==> src/hw/dtg_pkg.sv <==
// package for the dead time pair generator: offsets, fields, resets, steps
// assumes a 32-bit AXI4-Lite register bus with 4-bit byte addresses
`default_nettype none

package dtg_pkg;
  localparam logic [3:0] DTG_CFG_OFS   = 4'h0;
  localparam logic [3:0] DTG_CHAN_OFS  = 4'h4;
  localparam logic [3:0] DTG_STAT_OFS  = 4'h8;
  localparam logic [7:0] DTG_CFG_RST   = 8'hff;
  localparam int         DTG_THREE_PHASE_BIT = 7;
  localparam int         DTG_ENABLE_BIT      = 6;
  localparam int         DTG_PWM_LSB   = 8;
  localparam int         DTG_LOCK_BIT  = 8;
  localparam logic [5:0] DTG_FINE_ADD  = 6'h01;
  localparam logic [5:0] DTG_COARSE_ADD = 6'h11;
  localparam logic [1:0] DTG_SH_FINE   = 2'h1;
  localparam logic [1:0] DTG_SH_MID    = 2'h2;
  localparam logic [1:0] DTG_SH_COARSE = 2'h3;
  localparam logic [1:0] DTG_RESP_OKAY = 2'h0;
  localparam logic [1:0] DTG_RESP_SLV  = 2'h2;

  typedef struct packed {
    logic       three_phase_select;
    logic       delay_insert_enable;
    logic [5:0] delay;
  } dtg_cfg_s;

  typedef enum logic [1:0] {
    DTG_REG_CFG,
    DTG_REG_CHAN,
    DTG_REG_STAT,
    DTG_REG_NONE
  } dtg_reg_e;
endpackage

`default_nettype wire

==> src/hw/dtg_core.sv <==
// dead time pair generator: three delay generators and channel pairing
// assumes phase_in comes from the pwm generator on aclk, aclk is the motor input clock
//
// Our own choices: the AXI4-Lite interface to the registers and the placing of the registers.
`default_nettype none

// Overview of operation
// RULE1: one 6-bit delay generator per phase
// RULE2: high output rise delayed after input rise
// RULE3: low output rise delayed after input fall
// RULE4: pulse shorter than delay is suppressed
// RULE5: fine range two cycles per step
// RULE6: coarse ranges four or eight cycles per step
// RULE7: one delay value shared by all channels
// RULE8: steps counted on undivided input clock
// RULE9: delay setting written once after reset
// RULE10: enable read-only while three-phase mode selected
// RULE11: enable off gives plain complement (the code does so in three-phase mode only; six-step drives each channel alone)
// RULE12: resets to ones, enable reads one three-phase
// RULE13: six-step mode enable freely rewritable
// RULE14: channels paired, one generator per pair
// RULE15: both channels off keeps both outputs low
// RULE16: one pwm channel on gives complementary pair
// RULE17: both on with pwm forces both low
// RULE18: static on channel drives one, partner zero
// RULE19: active channel pwm, partner complementary pwm
// RULE20: software sets delay before leaving three-phase
// RULE21: software writes full value once from reset
// RULE22: each input edge restarts the delay count
module dtg_core
  import dtg_pkg::*;
(
  input  wire logic        aclk,
  input  wire logic        aresetn,
  input  wire logic [3:0]  awaddr,
  input  wire logic [2:0]  awprot,
  input  wire logic        awvalid,
  output logic             awready,
  input  wire logic [31:0] wdata,
  input  wire logic [3:0]  wstrb,
  input  wire logic        wvalid,
  output logic             wready,
  output logic [1:0]       bresp,
  output logic             bvalid,
  input  wire logic        bready,
  input  wire logic [3:0]  araddr,
  input  wire logic [2:0]  arprot,
  input  wire logic        arvalid,
  output logic             arready,
  output logic [31:0]      rdata,
  output logic [1:0]       rresp,
  output logic             rvalid,
  input  wire logic        rready,
  input  wire logic [2:0]  phase_in,
  output logic [5:0]       motor_drive_output
);

  function automatic dtg_reg_e dtg_decode(input logic [3:0] a);
    logic [3:0] w;
    w = {a[3:2], 2'h0};
    if (w == DTG_CFG_OFS) return DTG_REG_CFG;
    if (w == DTG_CHAN_OFS) return DTG_REG_CHAN;
    if (w == DTG_STAT_OFS) return DTG_REG_STAT;
    return DTG_REG_NONE;
  endfunction

  // delay in aclk cycles from the 6-bit setting
  function automatic logic [8:0] dtg_cycles(input logic [5:0] d);
    logic [5:0] s;
    logic [1:0] sh;
    s = d[5] ? ({2'h0, d[3:0]} + DTG_COARSE_ADD) : ({1'b0, d[4:0]} + DTG_FINE_ADD);
    sh = !d[5] ? DTG_SH_FINE : (d[4] ? DTG_SH_COARSE : DTG_SH_MID);
    return {3'h0, s} << sh;
  endfunction

  // register bus
  logic        awready_reg, awready_next;
  logic        bvalid_reg, bvalid_next;
  logic [1:0]  bresp_reg, bresp_next;
  logic        arready_reg, arready_next;
  logic        rvalid_reg, rvalid_next;
  logic [1:0]  rresp_reg, rresp_next;
  logic [31:0] rdata_reg, rdata_next;
  logic        wr_fire;
  dtg_reg_e    wsel;
  dtg_reg_e    rsel;
  // configuration
  dtg_cfg_s    cfg_reg, cfg_next;
  logic        locked_reg, locked_next;
  logic [5:0]  chan_on_reg, chan_on_next;
  logic [5:0]  pwm_sel_reg, pwm_sel_next;
  // generators
  logic [2:0]  last_reg, last_next;
  logic [2:0]  a_reg, a_next;
  logic [2:0]  b_reg, b_next;
  logic [8:0]  cnt_reg [3], cnt_next [3];
  logic [2:0]  gen_in;
  logic [8:0]  dly;
  logic [5:0]  mdo_reg, mdo_next;

  assign wsel = dtg_decode(awaddr);
  assign rsel = dtg_decode(araddr);
  assign wr_fire = awready_reg && awvalid && wvalid;

  always_comb begin
    awready_next = awvalid && wvalid && !awready_reg && !bvalid_reg;
    bvalid_next = bvalid_reg && !bready;
    bresp_next = bresp_reg;
    if (wr_fire) begin
      bvalid_next = 1'b1;
      bresp_next = (wsel == DTG_REG_NONE) ? DTG_RESP_SLV : DTG_RESP_OKAY;
    end
    arready_next = arvalid && !arready_reg && !rvalid_reg;
    rvalid_next = rvalid_reg && !rready;
    rresp_next = rresp_reg;
    rdata_next = rdata_reg;
    if (arready_reg && arvalid) begin
      rvalid_next = 1'b1;
      rresp_next = DTG_RESP_OKAY;
      case (rsel)
        DTG_REG_CFG: rdata_next = {24'h0, cfg_reg.three_phase_select,
                                   cfg_reg.three_phase_select | cfg_reg.delay_insert_enable,
                                   cfg_reg.delay}; // RULE12
        DTG_REG_CHAN: rdata_next = {18'h0, pwm_sel_reg, 2'h0, chan_on_reg};
        DTG_REG_STAT: rdata_next = {23'h0, locked_reg, 2'h0, mdo_reg};
        default: begin
          rdata_next = 32'h0;
          rresp_next = DTG_RESP_SLV;
        end
      endcase
    end
  end

  always_ff @(posedge aclk) begin
    if (!aresetn) begin
      awready_reg <= 1'b0;
      bvalid_reg <= 1'b0;
      bresp_reg <= DTG_RESP_OKAY;
      arready_reg <= 1'b0;
      rvalid_reg <= 1'b0;
      rresp_reg <= DTG_RESP_OKAY;
      rdata_reg <= 32'h0;
    end else begin
      awready_reg <= awready_next;
      bvalid_reg <= bvalid_next;
      bresp_reg <= bresp_next;
      arready_reg <= arready_next;
      rvalid_reg <= rvalid_next;
      rresp_reg <= rresp_next;
      rdata_reg <= rdata_next;
    end
  end

  always_comb begin
    cfg_next = cfg_reg;
    locked_next = locked_reg;
    chan_on_next = chan_on_reg;
    pwm_sel_next = pwm_sel_reg;
    if (wr_fire && wstrb[0] && wsel == DTG_REG_CFG) begin
      if (!locked_reg) begin
        cfg_next = dtg_cfg_s'(wdata[7:0]); // RULE9
        locked_next = 1'b1;
      end else begin
        cfg_next.three_phase_select = wdata[DTG_THREE_PHASE_BIT];
        if (!cfg_reg.three_phase_select)
          cfg_next.delay_insert_enable = wdata[DTG_ENABLE_BIT]; // RULE10 RULE13
      end
    end
    if (wr_fire && wsel == DTG_REG_CHAN) begin
      if (wstrb[0]) chan_on_next = wdata[5:0];
      if (wstrb[1]) pwm_sel_next = wdata[DTG_PWM_LSB +: 6];
    end
  end

  always_ff @(posedge aclk) begin
    if (!aresetn) begin
      cfg_reg <= dtg_cfg_s'(DTG_CFG_RST); // RULE12
      locked_reg <= 1'b0;
      chan_on_reg <= 6'h0;
      pwm_sel_reg <= 6'h0;
    end else begin
      cfg_reg <= cfg_next;
      locked_reg <= locked_next;
      chan_on_reg <= chan_on_next;
      pwm_sel_reg <= pwm_sel_next;
    end
  end

  // six-step mode feeds the single phase-u pwm to every pair
  assign gen_in = cfg_reg.three_phase_select ? phase_in : {3{phase_in[0]}}; // RULE1 RULE14
  assign dly = dtg_cycles(cfg_reg.delay); // RULE5 RULE6 RULE7 RULE8

  always_comb begin
    for (int k = 0; k < 3; k++) begin
      last_next[k] = gen_in[k];
      cnt_next[k] = cnt_reg[k];
      a_next[k] = a_reg[k];
      b_next[k] = b_reg[k];
      if (!cfg_reg.delay_insert_enable) begin
        a_next[k] = gen_in[k]; // RULE11
        b_next[k] = !gen_in[k];
        cnt_next[k] = 9'h0;
      end else if (gen_in[k] != last_reg[k]) begin
        cnt_next[k] = dly; // RULE22 RULE4
        a_next[k] = 1'b0;
        b_next[k] = 1'b0;
      end else if (cnt_reg[k] == 9'h1) begin
        cnt_next[k] = 9'h0;
        a_next[k] = last_reg[k]; // RULE2
        b_next[k] = !last_reg[k]; // RULE3
      end else if (cnt_reg[k] != 9'h0) begin
        cnt_next[k] = cnt_reg[k] - 9'h1;
      end
    end
  end

  always_ff @(posedge aclk) begin
    if (!aresetn) begin
      last_reg <= 3'h0;
      a_reg <= 3'h0;
      b_reg <= 3'h0;
      for (int k = 0; k < 3; k++) cnt_reg[k] <= 9'h0;
    end else begin
      last_reg <= last_next;
      a_reg <= a_next;
      b_reg <= b_next;
      for (int k = 0; k < 3; k++) cnt_reg[k] <= cnt_next[k];
    end
  end

  always_comb begin
    mdo_next = 6'h0;
    for (int p = 0; p < 3; p++) begin
      if (cfg_reg.three_phase_select) begin
        mdo_next[2*p] = a_reg[p];
        mdo_next[2*p+1] = b_reg[p];
      end else if (cfg_reg.delay_insert_enable) begin
        case ({chan_on_reg[2*p+1], chan_on_reg[2*p]})
          2'b01: mdo_next[2*p +: 2] = pwm_sel_reg[2*p] ? {b_reg[p], a_reg[p]}
                                                        : 2'b01; // RULE16 RULE18 RULE19
          2'b10: mdo_next[2*p +: 2] = pwm_sel_reg[2*p+1] ? {a_reg[p], b_reg[p]}
                                                          : 2'b10; // RULE16 RULE18 RULE19
          2'b11: mdo_next[2*p +: 2] = 2'b00; // RULE17
          default: mdo_next[2*p +: 2] = 2'b00; // RULE15
        endcase
      end else begin
        mdo_next[2*p] = chan_on_reg[2*p] && (!pwm_sel_reg[2*p] || phase_in[0]);
        mdo_next[2*p+1] = chan_on_reg[2*p+1] && (!pwm_sel_reg[2*p+1] || phase_in[0]);
      end
    end
  end

  always_ff @(posedge aclk) begin
    if (!aresetn) mdo_reg <= 6'h0;
    else mdo_reg <= mdo_next;
  end

  assign awready = awready_reg;
  assign wready = awready_reg;
  assign bvalid = bvalid_reg;
  assign bresp = bresp_reg;
  assign arready = arready_reg;
  assign rvalid = rvalid_reg;
  assign rresp = rresp_reg;
  assign rdata = rdata_reg;
  assign motor_drive_output = mdo_reg;

  logic six_paired;
  assign six_paired = !cfg_reg.three_phase_select && cfg_reg.delay_insert_enable;
endmodule

`default_nettype wire

==> config.mk <==
export PLATFORM = sky130hd
export DESIGN_NAME = dtg_core
export DESIGN_NICKNAME = d
export VERILOG_FILES = /design/src/hw/dtg_pkg.sv /design/src/hw/dtg_core.sv
export SDC_FILE = /design/constraint.sdc
export NUM_CORES = 1
export LEC_CHECK = 0
export BUFFER_PORTS_ARGS = -buffer_cell sky130_fd_sc_hd__buf_2
export CAP_MARGIN = 10
export CORE_ASPECT_RATIO = 1.25
export CORE_MARGIN = 2
export CORE_UTILIZATION = 50
export DETAILED_ROUTE_END_ITERATION = 8
export GPL_TIMING_DRIVEN = 1
export MAX_ROUTING_LAYER = met4
export PLACE_DENSITY = 0.75
export SETUP_SLACK_MARGIN = 0.2
export SYNTH_ARGS = -nofsm -noshare
export SYNTH_HDL_FRONTEND = slang
export SYNTH_SLANG_ARGS = --single-unit
==> constraint.sdc <==
create_clock -name aclk -period 2.4 [get_ports aclk]
set_clock_uncertainty 0.15 [all_clocks]
set_input_delay 0.24 -clock aclk [delete_from_list [all_inputs] [get_ports aclk]]
set_output_delay 0.24 -clock aclk [all_outputs]
set_load 0.1 [all_outputs]
# ---- Yosys cells after proc, flatten, opt, wreduce, memory -nomap -nowiden
# Memory sizes are Yosys's and may differ from the RTL's.
# Index checks and enable logic that the tools add are counted.
dict set report classes {
  n_bitwise 5
  n_mux 85
  shifts 1
  add_sub_neg 5
  eq_ne 24
  n_reduce_logical 55
}
# op n
set ops {}
lappend ops {{two-way mux 9 bit} 15}
lappend ops {{two-way mux 2 bit} 27}
lappend ops {{one-hot mux 14 bit (3 select lines)} 1}
lappend ops {{two-way mux 1 bit} 37}
lappend ops {{equality test 9 x 1 -> 1 bit, second input constant} 3}
lappend ops {{nonzero test 9 bit} 3}
lappend ops {{subtractor 9 x 1 -> 9 bit, second input constant} 3}
lappend ops {{logical AND 1 bit} 19}
lappend ops {{logical NOT 1 bit} 18}
lappend ops {{equality test 2 x 1 -> 1 bit, second input constant} 7}
lappend ops {{equality test 2 bit, second input constant} 7}
lappend ops {{one-hot mux 2 bit (2 select lines)} 3}
lappend ops {{!= test 3 x 1 -> 1 bit, second input constant} 3}
lappend ops {{left shift 6 x 2 -> 9 bit} 1}
lappend ops {{logical NOT 2 bit} 4}
lappend ops {{AND reduction 2 bit} 4}
lappend ops {{adder 4 x 5 -> 6 bit, second input constant} 1}
lappend ops {{adder 5 x 1 -> 6 bit, second input constant} 1}
lappend ops {{logical OR 1 bit} 6}
lappend ops {{two-way mux 6 bit} 1}
lappend ops {{bitwise OR 1 bit} 4}
lappend ops {{two-way mux 3 bit} 1}
lappend ops {{!= test 1 bit} 3}
lappend ops {{OR reduction 3 bit} 1}
lappend ops {{2 further kinds} 2}
dict set report totals {
  output_inout_bits 47
  register_bits 76
  memories 1
  elab_cells 197
  input_bits 60
  mem_bits_rw 27
}
# name depth word_bits read_ports rd_clocked_by_memory_dff write_ports line_no
set memory_table {}
lappend memory_table {cnt_reg 3 9 3 0 3 dtg_core.sv:96} ;# logic [8:0] cnt_reg [3], cnt_next [3];

# ---- Depth between registers and ports, before layout
# Gate-level depths: netlist of run 1.
dict set report depth {
  word_depth 11
  ltp_mapped 9
}

# ---- Least setup slack after synthesis of run 1
# No wires, ideal clock.
dict set report synth_timing {
  kind {reg-to-reg}
  startpoint {reg awready_reg, in the netlist awready}
  endpoint {reg cfg_reg[3] in the netlist's numbering}
  t_required_ns 2.121
  setup_time_ns 0.129
  arrival_ns 2.186
  path_slack_ns -0.066
  path_stages_with_launch 6
  cell_sequence {dfxtp_1 > nand3_1 > or3_1 > nor2_4 > mux2i_1 > nand2_1}
}
dict set report synth_between {
  elab_chain_cells 5
}
# item line_no
set synth_rtl {}
lappend synth_rtl {{start: declaration} dtg_core.sv:77} ;# logic awready_reg, awready_next;
lappend synth_rtl {{start signal: assignment} dtg_core.sv:144} ;# awready_reg <= awready_next;
lappend synth_rtl {{logical AND 1 bit (2 in series)} dtg_core.sv:103} ;# assign wr_fire = awready_reg && awvalid && wvalid;
lappend synth_rtl {{logical AND 1 bit (2 in series)} dtg_core.sv:159} ;# if (wr_fire && wstrb[0] && wsel == DTG_REG_CFG) begin
lappend synth_rtl {{AND reduction 2 bit (no source line)} -}
lappend synth_rtl {{end signal: assignment} dtg_core.sv:177} ;# cfg_reg <= dtg_cfg_s'(DTG_CFG_RST);
lappend synth_rtl {{end signal: assignment} dtg_core.sv:182} ;# cfg_reg <= cfg_next;
lappend synth_rtl {{end: declaration} dtg_core.sv:88} ;# dtg_cfg_s cfg_reg, cfg_next;
# No other way between the ends.
# A chain may end at the register's enable or synchronous reset.

==> summary.txt, run 1 <==
DRC Markers: 0
Worst Max-Slew Pin Slew: 0.548 ns
Worst Hold Endpoint: bvalid
Seq cells post-synth: 83
Startpoint Class: flip-flop
drt first pass iters: 4
Final TNS setup: 0 ns
Post-synth EDFFs: 0
Post-Syn Instances: 524
Rows: 38
sw power: 1970 uW
fin nets: 668
Yosys warning count: 0
Int Pwr: 3180 uW
worst hold stages: 3
RSZ-0062 raised after global routing: false
full die area: 0.00981 sq mm
Synth Flop Type: dfxtp_1
max_slew headroom: 0.635
RePlAce Congestion: 0.854
reg2reg end: cnt_reg[0][4]
Synth top cells by count: 83 x dfxtp_1, 51 x nand2_1, 39 x nor2_1
mapped cell area: 0.00452 sq mm
dpl cells: 681
M2 GR Usage: 0.366
Largest register FFs: 27
Clock transition at path regs: 0.08 ns
dominant cell by count in the synthesized netlist: dfxtp_1
Global Route Usage Sum: 0.231
Sequential Power Share: 0.362
Vias/cell: 5.45
vias in the first global route: 3696
drt wl/cell: 14.6 um
Mapped Avg Cell Area: 8.62 sq um
Final Cycle Share: 0.845
clock sinks: 83
first-pass GRT wire length: 17.2 mm
H-Tree Depth: 3
gr busiest metal: met2
Clock power frac: 0.233
final setup vio count: 0
Chip Height: 110 um
Synth cell types: 60
worst hold start: bready
share of cells above drive strength 1: 0.168
CTS tree: done
Yosys top cell area share: 0.368
detailed-route via count: 3892
grt met3 use: 0.0372
diode count: 0
CP max FO: 12
Slew Viols, Final: 0
met1 usage: 0.294
status: finished clean
largest net degree at the start of global routing: 58
CTS Buf Count: 9
Port Buffer Count: 56
Final min period: 2.03 ns
fraction of registers with async set or reset after synthesis: 0
Die X-Extent: 89.0 um
Area Growth Syn to Fin: 16.3%
FF-to-FF setup slack: 0.37 ns
Reg2Reg Launch Point: last_reg[0]
HPWL after detailed placement: 7.58 mm
Worst VDD drop: 445 uV
Critical Path Sink Type: flip-flop
Initial Util: 0.516
Post-DRT Antenna Nets: 0
combinational power share: 0.405
core footprint: 0.00875 sq mm
clk root buf: clkbuf_8
post-synth top area cell: dfxtp_1
crit path kind: flip-flop to flip-flop
initial antenna violation count: 0
drt total wl: 10.4 mm
CP Data Arrival Time: 2.10 ns
Overflow after GRT: 0
Reg2Reg Depth: 5
switching share of power: 0.383
clk_lat worst skew: 0.36 ns
leak pwr: 0.00223 uW
highest achievable clock rate: 493 MHz
final non-filler cell total: 714
Hold WC Path Type: primary input to flip-flop
num ports: 107
sequential element share of the synthesized area: 0.368
final-report hold violation count: 0
Area contributors post-synth: dfxtp_1 37%, ha_1 5.3%, mux2i_1 4.4%
Max-Cap Viols: 0
maximum clock path buffer count: 2
Pwr per Cell Area: 980 mW/mm^2
Worst Path Required: 2.47 ns
DR iter-0 viols: 273
## cell usage in the layout (no fill, tap or decap), drive strengths merged, types with 5 or more instances in the layout
master       Yosys  routed
nand3           26      26
a21boi          17      17
xnor2           10      10
a21oi           21      21
nor4             7       7
nor2            40      40
nand2           52      52
nor3             6       6
a22oi           15      15
buf             24      65
inv             21      21
o211ai           8       8
o211a            6       6
xor2            10      10
o21ai           18      18
dfxtp           83      83
nand2b          11      11
and2            11      11
nor3b            5       5
dlygate4sd3      0      17
mux2i           20      20
ha              19      19
clkbuf          23       9
o22ai            5       5
conb             1      20
nor2b           10      10
a211oi           6       6
## worst max path at each step
| stage | slack [ns] | depth (start not counted) | from | to |
|---|---|---|---|---|
| global route | 0.22 | 6 | cfg_reg[7] | cnt_reg[0][13] |
| floorplan | 0.31 | 5 | awready | cfg_reg[3] |
| finish | 0.37 | 5 | last_reg[0] | cnt_reg[0][4] |
| global placement | 0.28 | 6 | phase_in[0] | cnt_reg[0][4] |
| detailed placement | 0.24 | 8 | phase_in[0] | a_reg[1] |
| CTS | 0.30 | 6 | cfg_reg[7] | a_reg[1] |
## power by group through the flow
stage | Combinational [uW] | Clock (uW) | Sequential, uW
floorplan | 1650 | 0 | 1930
global placement | 1960 | 0 | 1870
detailed placement | 2030 | 0 | 1890
CTS | 2060 | 1210 | 1860
global route | 2300 | 1270 | 1900
finish | 2090 | 1200 | 1870
## worst max-delay path: stages, from the launching register on
cell and delay, ns:
dfxtp_1 0.35, inv_1 0.05, ha_1 0.43, or4_4 0.59
nand2_1 0.21, o32ai_1 0.12
## metrics by stage
| step | setup WS [ns] | utilization | total power, uW | hold slack [ns] | cell area [sq um] |
|---|---|---|---|---|---|
| after global placement | 0.282 | 0.552 | 3830 | 0.257 | 4830 |
| after detailed placement | 0.239 | 0.552 | 3920 | 0.262 | 4830 |
| after global routing | 0.223 | 0.600 | 5470 | 0.00710 | 5250 |
| after floorplan | 0.313 | - | 3580 | 0.212 | 4590 |
| final | 0.372 | 0.600 | 5150 | 0.00975 | 5250 |
| after CTS | 0.304 | 0.599 | 5140 | 0.00110 | 5240 |
## logic make-up after synthesis
logic type | Yosys count | share of synthesized area
DFF | 83 | 0.368
buffers and inverters | 69 | 0.0753
xor gates and xnor gates | 20 | 0.0388
other | 1 | 0.000830
AOI/OAI and AO/OA | 120 | 0.189
adders and majority gates | 19 | 0.0526
muxes | 23 | 0.0518
and+or+nand+nor | 189 | 0.224
## final cells by class
cell class,instances,area (sq um)
Sequential cell,83,1660
Multi-Input combinational cell,391,2600
Inverter,22,82.6
Tap cell,120,150
Timing Repair Buffer,82,518
Fill cell,789,3500
Clock inverter,7,116
Clock buffer,9,124
## metal layers
layer,share of wire,up-vias
met5,0,-
met2,0.49,94
met1,0.45,1850
li1,-,1934
met3,0.035,14
met4,0.019,0
## timing repair
item	in CTS	in global routing
setup buffers	0	0
endpoints found under the setup margin	0	5
hold endpoints to repair	17	0
resized for setup	0	2
hold buffers	17	0
Note: power is estimated with default switching activity, not from simulation.
==> run 2, diff against run 1 <==
--- a/config.mk
+++ b/config.mk
@@ -5,6 +5,7 @@
 export SDC_FILE = /design/constraint.sdc
 export NUM_CORES = 1
 export LEC_CHECK = 0
+export ABC_AREA = 1
 export BUFFER_PORTS_ARGS = -buffer_cell sky130_fd_sc_hd__buf_2
 export CAP_MARGIN = 10
 export CORE_ASPECT_RATIO = 1.25
==> constraint.sdc (replaced) <==
create_clock -name aclk -period 2 [get_ports aclk]
set_clock_uncertainty 0.15 [all_clocks]
set_input_delay 0.2 -clock aclk [delete_from_list [all_inputs] [get_ports aclk]]
set_output_delay 0.2 -clock aclk [all_outputs]
set_load 0.1 [all_outputs]
==> run 2 against run 1 <==
Compared with the run above: the run now ends with hold timing left; non-clock buffer count increased by 4; worst setup slack worse by 0.10 ns; routed wire length grew 16%; critical endpoint is now a_reg[2]; hold slack worse by 0.012 ns.
==> summary.txt, run 2 <==
status: finished, violations left
failing checks: hold timing
commonest non-fill, non-tap cells in the layout: 162 x nand2_1, 80 x dfxtp_1, 56 x buf_2
met1 usage: 0.262 (-0.0320)
FF-to-FF setup slack: 0.27 ns (-0.10 ns)
vias in the first global route: 4522 (+22%)
Worst Hold Endpoint: pwm_sel_reg[2]
Final Cycle Share: 0.866 (+0.0206)
num ports: 107 (unchanged)
Post-synth EDFFs: 0 (unchanged)
post-synth top area cell: dfxtp_1
H-Tree Depth: 3 (unchanged)
Synth top cells by count: 165 x nand2_1, 83 x dfxtp_1, 56 x inv_1
Chip Height: 112 um (+1.5%)
Area contributors post-synth: dfxtp_1 36%, nand2_1 13%, o21ai_0 5.6%
Bufs and invs on worst path: 3 (+2)
Final TNS setup: 0 ns (unchanged)
Die X-Extent: 90.4 um (+1.5%)
fraction of registers with async set or reset after synthesis: 0 (unchanged)
CP max FO: 6 (-6)
CP max-delay cell: dfxtp_4
Synth Flop Type: dfxtp_1
Global Route Usage Sum: 0.254 (+0.0230)
post-synthesis compound-gate area fraction: 0.167 (-0.0215)
Area Growth Syn to Fin: 19.1%
Worst Path Required: 2.07 ns (-0.40 ns)
detailed-route via count: 4589 (+18%)
CP cell instances: inv_2 -> nand2_1 -> nand2_2 -> inv_2 -> ha_4 -> inv_1 -> nand2_2 -> o21ai_0 -> a21oi_1
M2 GR Usage: 0.460 (+0.0940)
Worst path max stage delay: 0.39 ns (-0.20 ns)
clk_lat worst skew: 0.34 ns (-0.02 ns)
Seq cells post-synth: 83 (unchanged)
crit path kind: flip-flop to flip-flop
final core utilization: 0.608 (+0.00799)
Synth Area in XOR/XNOR: 0.0150 (-0.0238)
CTS tree: done
Post-DRT Antenna Nets: 0 (unchanged)
Vias/cell: 5.25 (-3.7%)
Mapped Avg Cell Area: 6.97 sq um (-19%)
Critical Path Sink Type: flip-flop
Post-Synth Simple-Gate Area: 0.299 (+0.0751)
drt wl/cell: 13.9 um (-5.1%)
commonest non-fill, non-tap cell in the layout: nand2_1
full die area: 0.0101 sq mm (+3.1%)
drt first pass iters: 5 (+1)
worst hold start: wdata[10]
dominant cell by count in the synthesized netlist: nand2_1
CP Data Arrival Time: 1.80 ns (-0.30 ns)
Reg2Reg Launch Point: cfg_reg[7]
Synth cell types: 35 (-42%)
reg2reg end: a_reg[2]
Post-Syn Instances: 669 (+28%)
Multi-input gate area: 0.00262 sq mm (+0.96%)
Rows: 39 (+2.6%)
Worst Max-Slew Pin Slew: 0.554 ns (+0.00665 ns)
Reg area: 0.00167 sq mm (+0.23%)
clk root buf: clkbuf_16
filler instances: 839 (+6.3%)
hold_ws: -0.00179 ns (-0.0115 ns)
DR iter-0 viols: 267 (-2.2%)
core footprint: 0.00913 sq mm (+4.3%)
final setup vio count: 0 (unchanged)
leak pwr: 0.00251 uW (+13%)
HPWL after detailed placement: 9.04 mm (+19%)
Worst VDD drop: 754 uV (+69%)
clock sinks: 83 (unchanged)
gr busiest metal: met2
Max-Cap Viols: 0 (unchanged)
share of cells above drive strength 1: 0.199 (+0.0306)
grt met3 use: 0.0352 (-0.00205)
mux contribution to synthesized area: 0 (-0.0518)
Yosys warning count: 0 (unchanged)
crit-path leading delay family: flip-flops
Overflow after GRT: 0 (unchanged)
highest achievable clock rate: 578 MHz (+17%)
Clock transition at path regs: 0.06 ns (-0.02 ns)
largest net degree at the start of global routing: 28 (-52%)
Hold WC Path Type: primary input to flip-flop
sequential element share of the synthesized area: 0.356 (-0.0115)
fin nets: 823 (+23%)
DRC Markers: 0 (unchanged)
mapped cell area: 0.00466 sq mm (+3.2%)
Reg2Reg Depth: 9 (+4)
drt total wl: 12.1 mm (+16%)
CTS Buf Count: 9 (unchanged)
Final min period: 1.73 ns (-0.297 ns)
maximum clock path buffer count: 2 (unchanged)
initial antenna violation count: 2 (+2)
RSZ-0062 raised after global routing: true
Slew Viols, Final: 0 (unchanged)
RePlAce Congestion: 0.911 (+6.7%)
main combinational cell family by area after synthesis: simple AND/OR/NAND/NOR gates
Port Buffer Count: 56 (unchanged)
Pwr per Cell Area: 1160 mW/mm^2 (+19%)
Startpoint Class: flip-flop
first-pass GRT wire length: 20.3 mm (+18%)
final-report hold violation count: 1 (+1)
max_slew headroom: 0.630 (-0.00484)
Yosys top cell area share: 0.356 (-0.0115)
Post-Synth Adder-Cell Area: 0.0510 (-0.00165)
Initial Util: 0.511 (-0.00527)
worst hold stages: 3 (unchanged)
Largest register FFs: 27 (unchanged)
## run 2: changes by cell type in the layout (fill, tap and decap cells not counted), moves of 11 or more
cell and delta:
mux2i_1 -20, nand3_1 +16, a21oi_1 +28, o21ai_0 +34, inv_2 +13, a22oi_1 -15, nand2_1 +111, inv_1 +33
nor2_1 +13, nand2b_1 -11, a21boi_0 -17, nor2_2 +11
## run 2: metrics by stage
stage | instances | power (uW) | worst slack, ns | instance area (sq um)
after detailed placement | 836 | 4700 | 0.127 | 5010
final | 874 | 6450 | 0.269 | 5550
after floorplan | 688 | 4280 | 0.228 | 4750
after global routing | 874 | 6900 | 0.177 | 5550
after global placement | 836 | 4620 | 0.174 | 5010
after CTS | 868 | 6350 | 0.203 | 5460
## run 2: metal layers
metal,part of all wire,wire [um],vias to the layer above
met3,0.045,543,47
met2,0.53,6440,148
met1,0.38,4610,2098
met5,0,0,-
li1,-,-,2296
met4,0.043,525,0
## run 2: how the worst max path moves through the flow
stage	startpoint	to	slack [ns]	depth (start not counted)
floorplan	cfg_reg[7]	b_reg[1]	0.23	10
finish	cfg_reg[7]	a_reg[2]	0.27	9
CTS	cfg_reg[7]	a_reg[1]	0.20	9
detailed placement	cfg_reg[7]	a_reg[1]	0.13	9
global route	cfg_reg[7]	a_reg[2]	0.18	9
global placement	cfg_reg[7]	b_reg[1]	0.17	9
## run 2: timing repair
item	in CTS	in global routing
cloned	0	0
hold buffers	16	0
setup endpoints to repair	13	23
pin swaps	0	5
hold endpoints to repair	15	0
buffers inserted	0	4
resized for setup	2	13
## run 2: cell type report
type | instances | share of cell area
multi-input cells | 494 | 0.472
flip-flops and latches | 83 | 0.300
clock inverters | 4 | 0.00924
repair buffers | 86 | 0.0989
well taps | 123 | 0.0277
diodes | 2 | 0.000902
inverters | 70 | 0.0478
clock buffers | 12 | 0.0426
## run 2: cells by family (layout without fill, tap and decap cells)
family,after synthesis,in the layout
AND/OR/NAND/NOR,310,310
XOR/XNOR,8,8
adder cells (fa/ha/maj),19,19
AO/OA/AOI/OAI,137,137
other,1,22
flip-flops,83,83
buffers and inverters,111,172
## run 2: where the power goes
part | leakage, uW | switching (uW) | internal, uW
Combinational | 0.00170 | 1780 | 944
Clock | 0.000137 | 662 | 968
Sequential | 0.000677 | 216 | 1880
Total | 0.00251 | 2660 | 3790
## run 2: worst register-to-register path, delay by kind of cell, from the launching register on
family,cells,cell delay (ns)
DFF,1,0.39
adders and majority gates,1,0.22
buffers and inverters,3,0.27
AOI/OAI and AO/OA,2,0.28
and+or+nand+nor,3,0.29
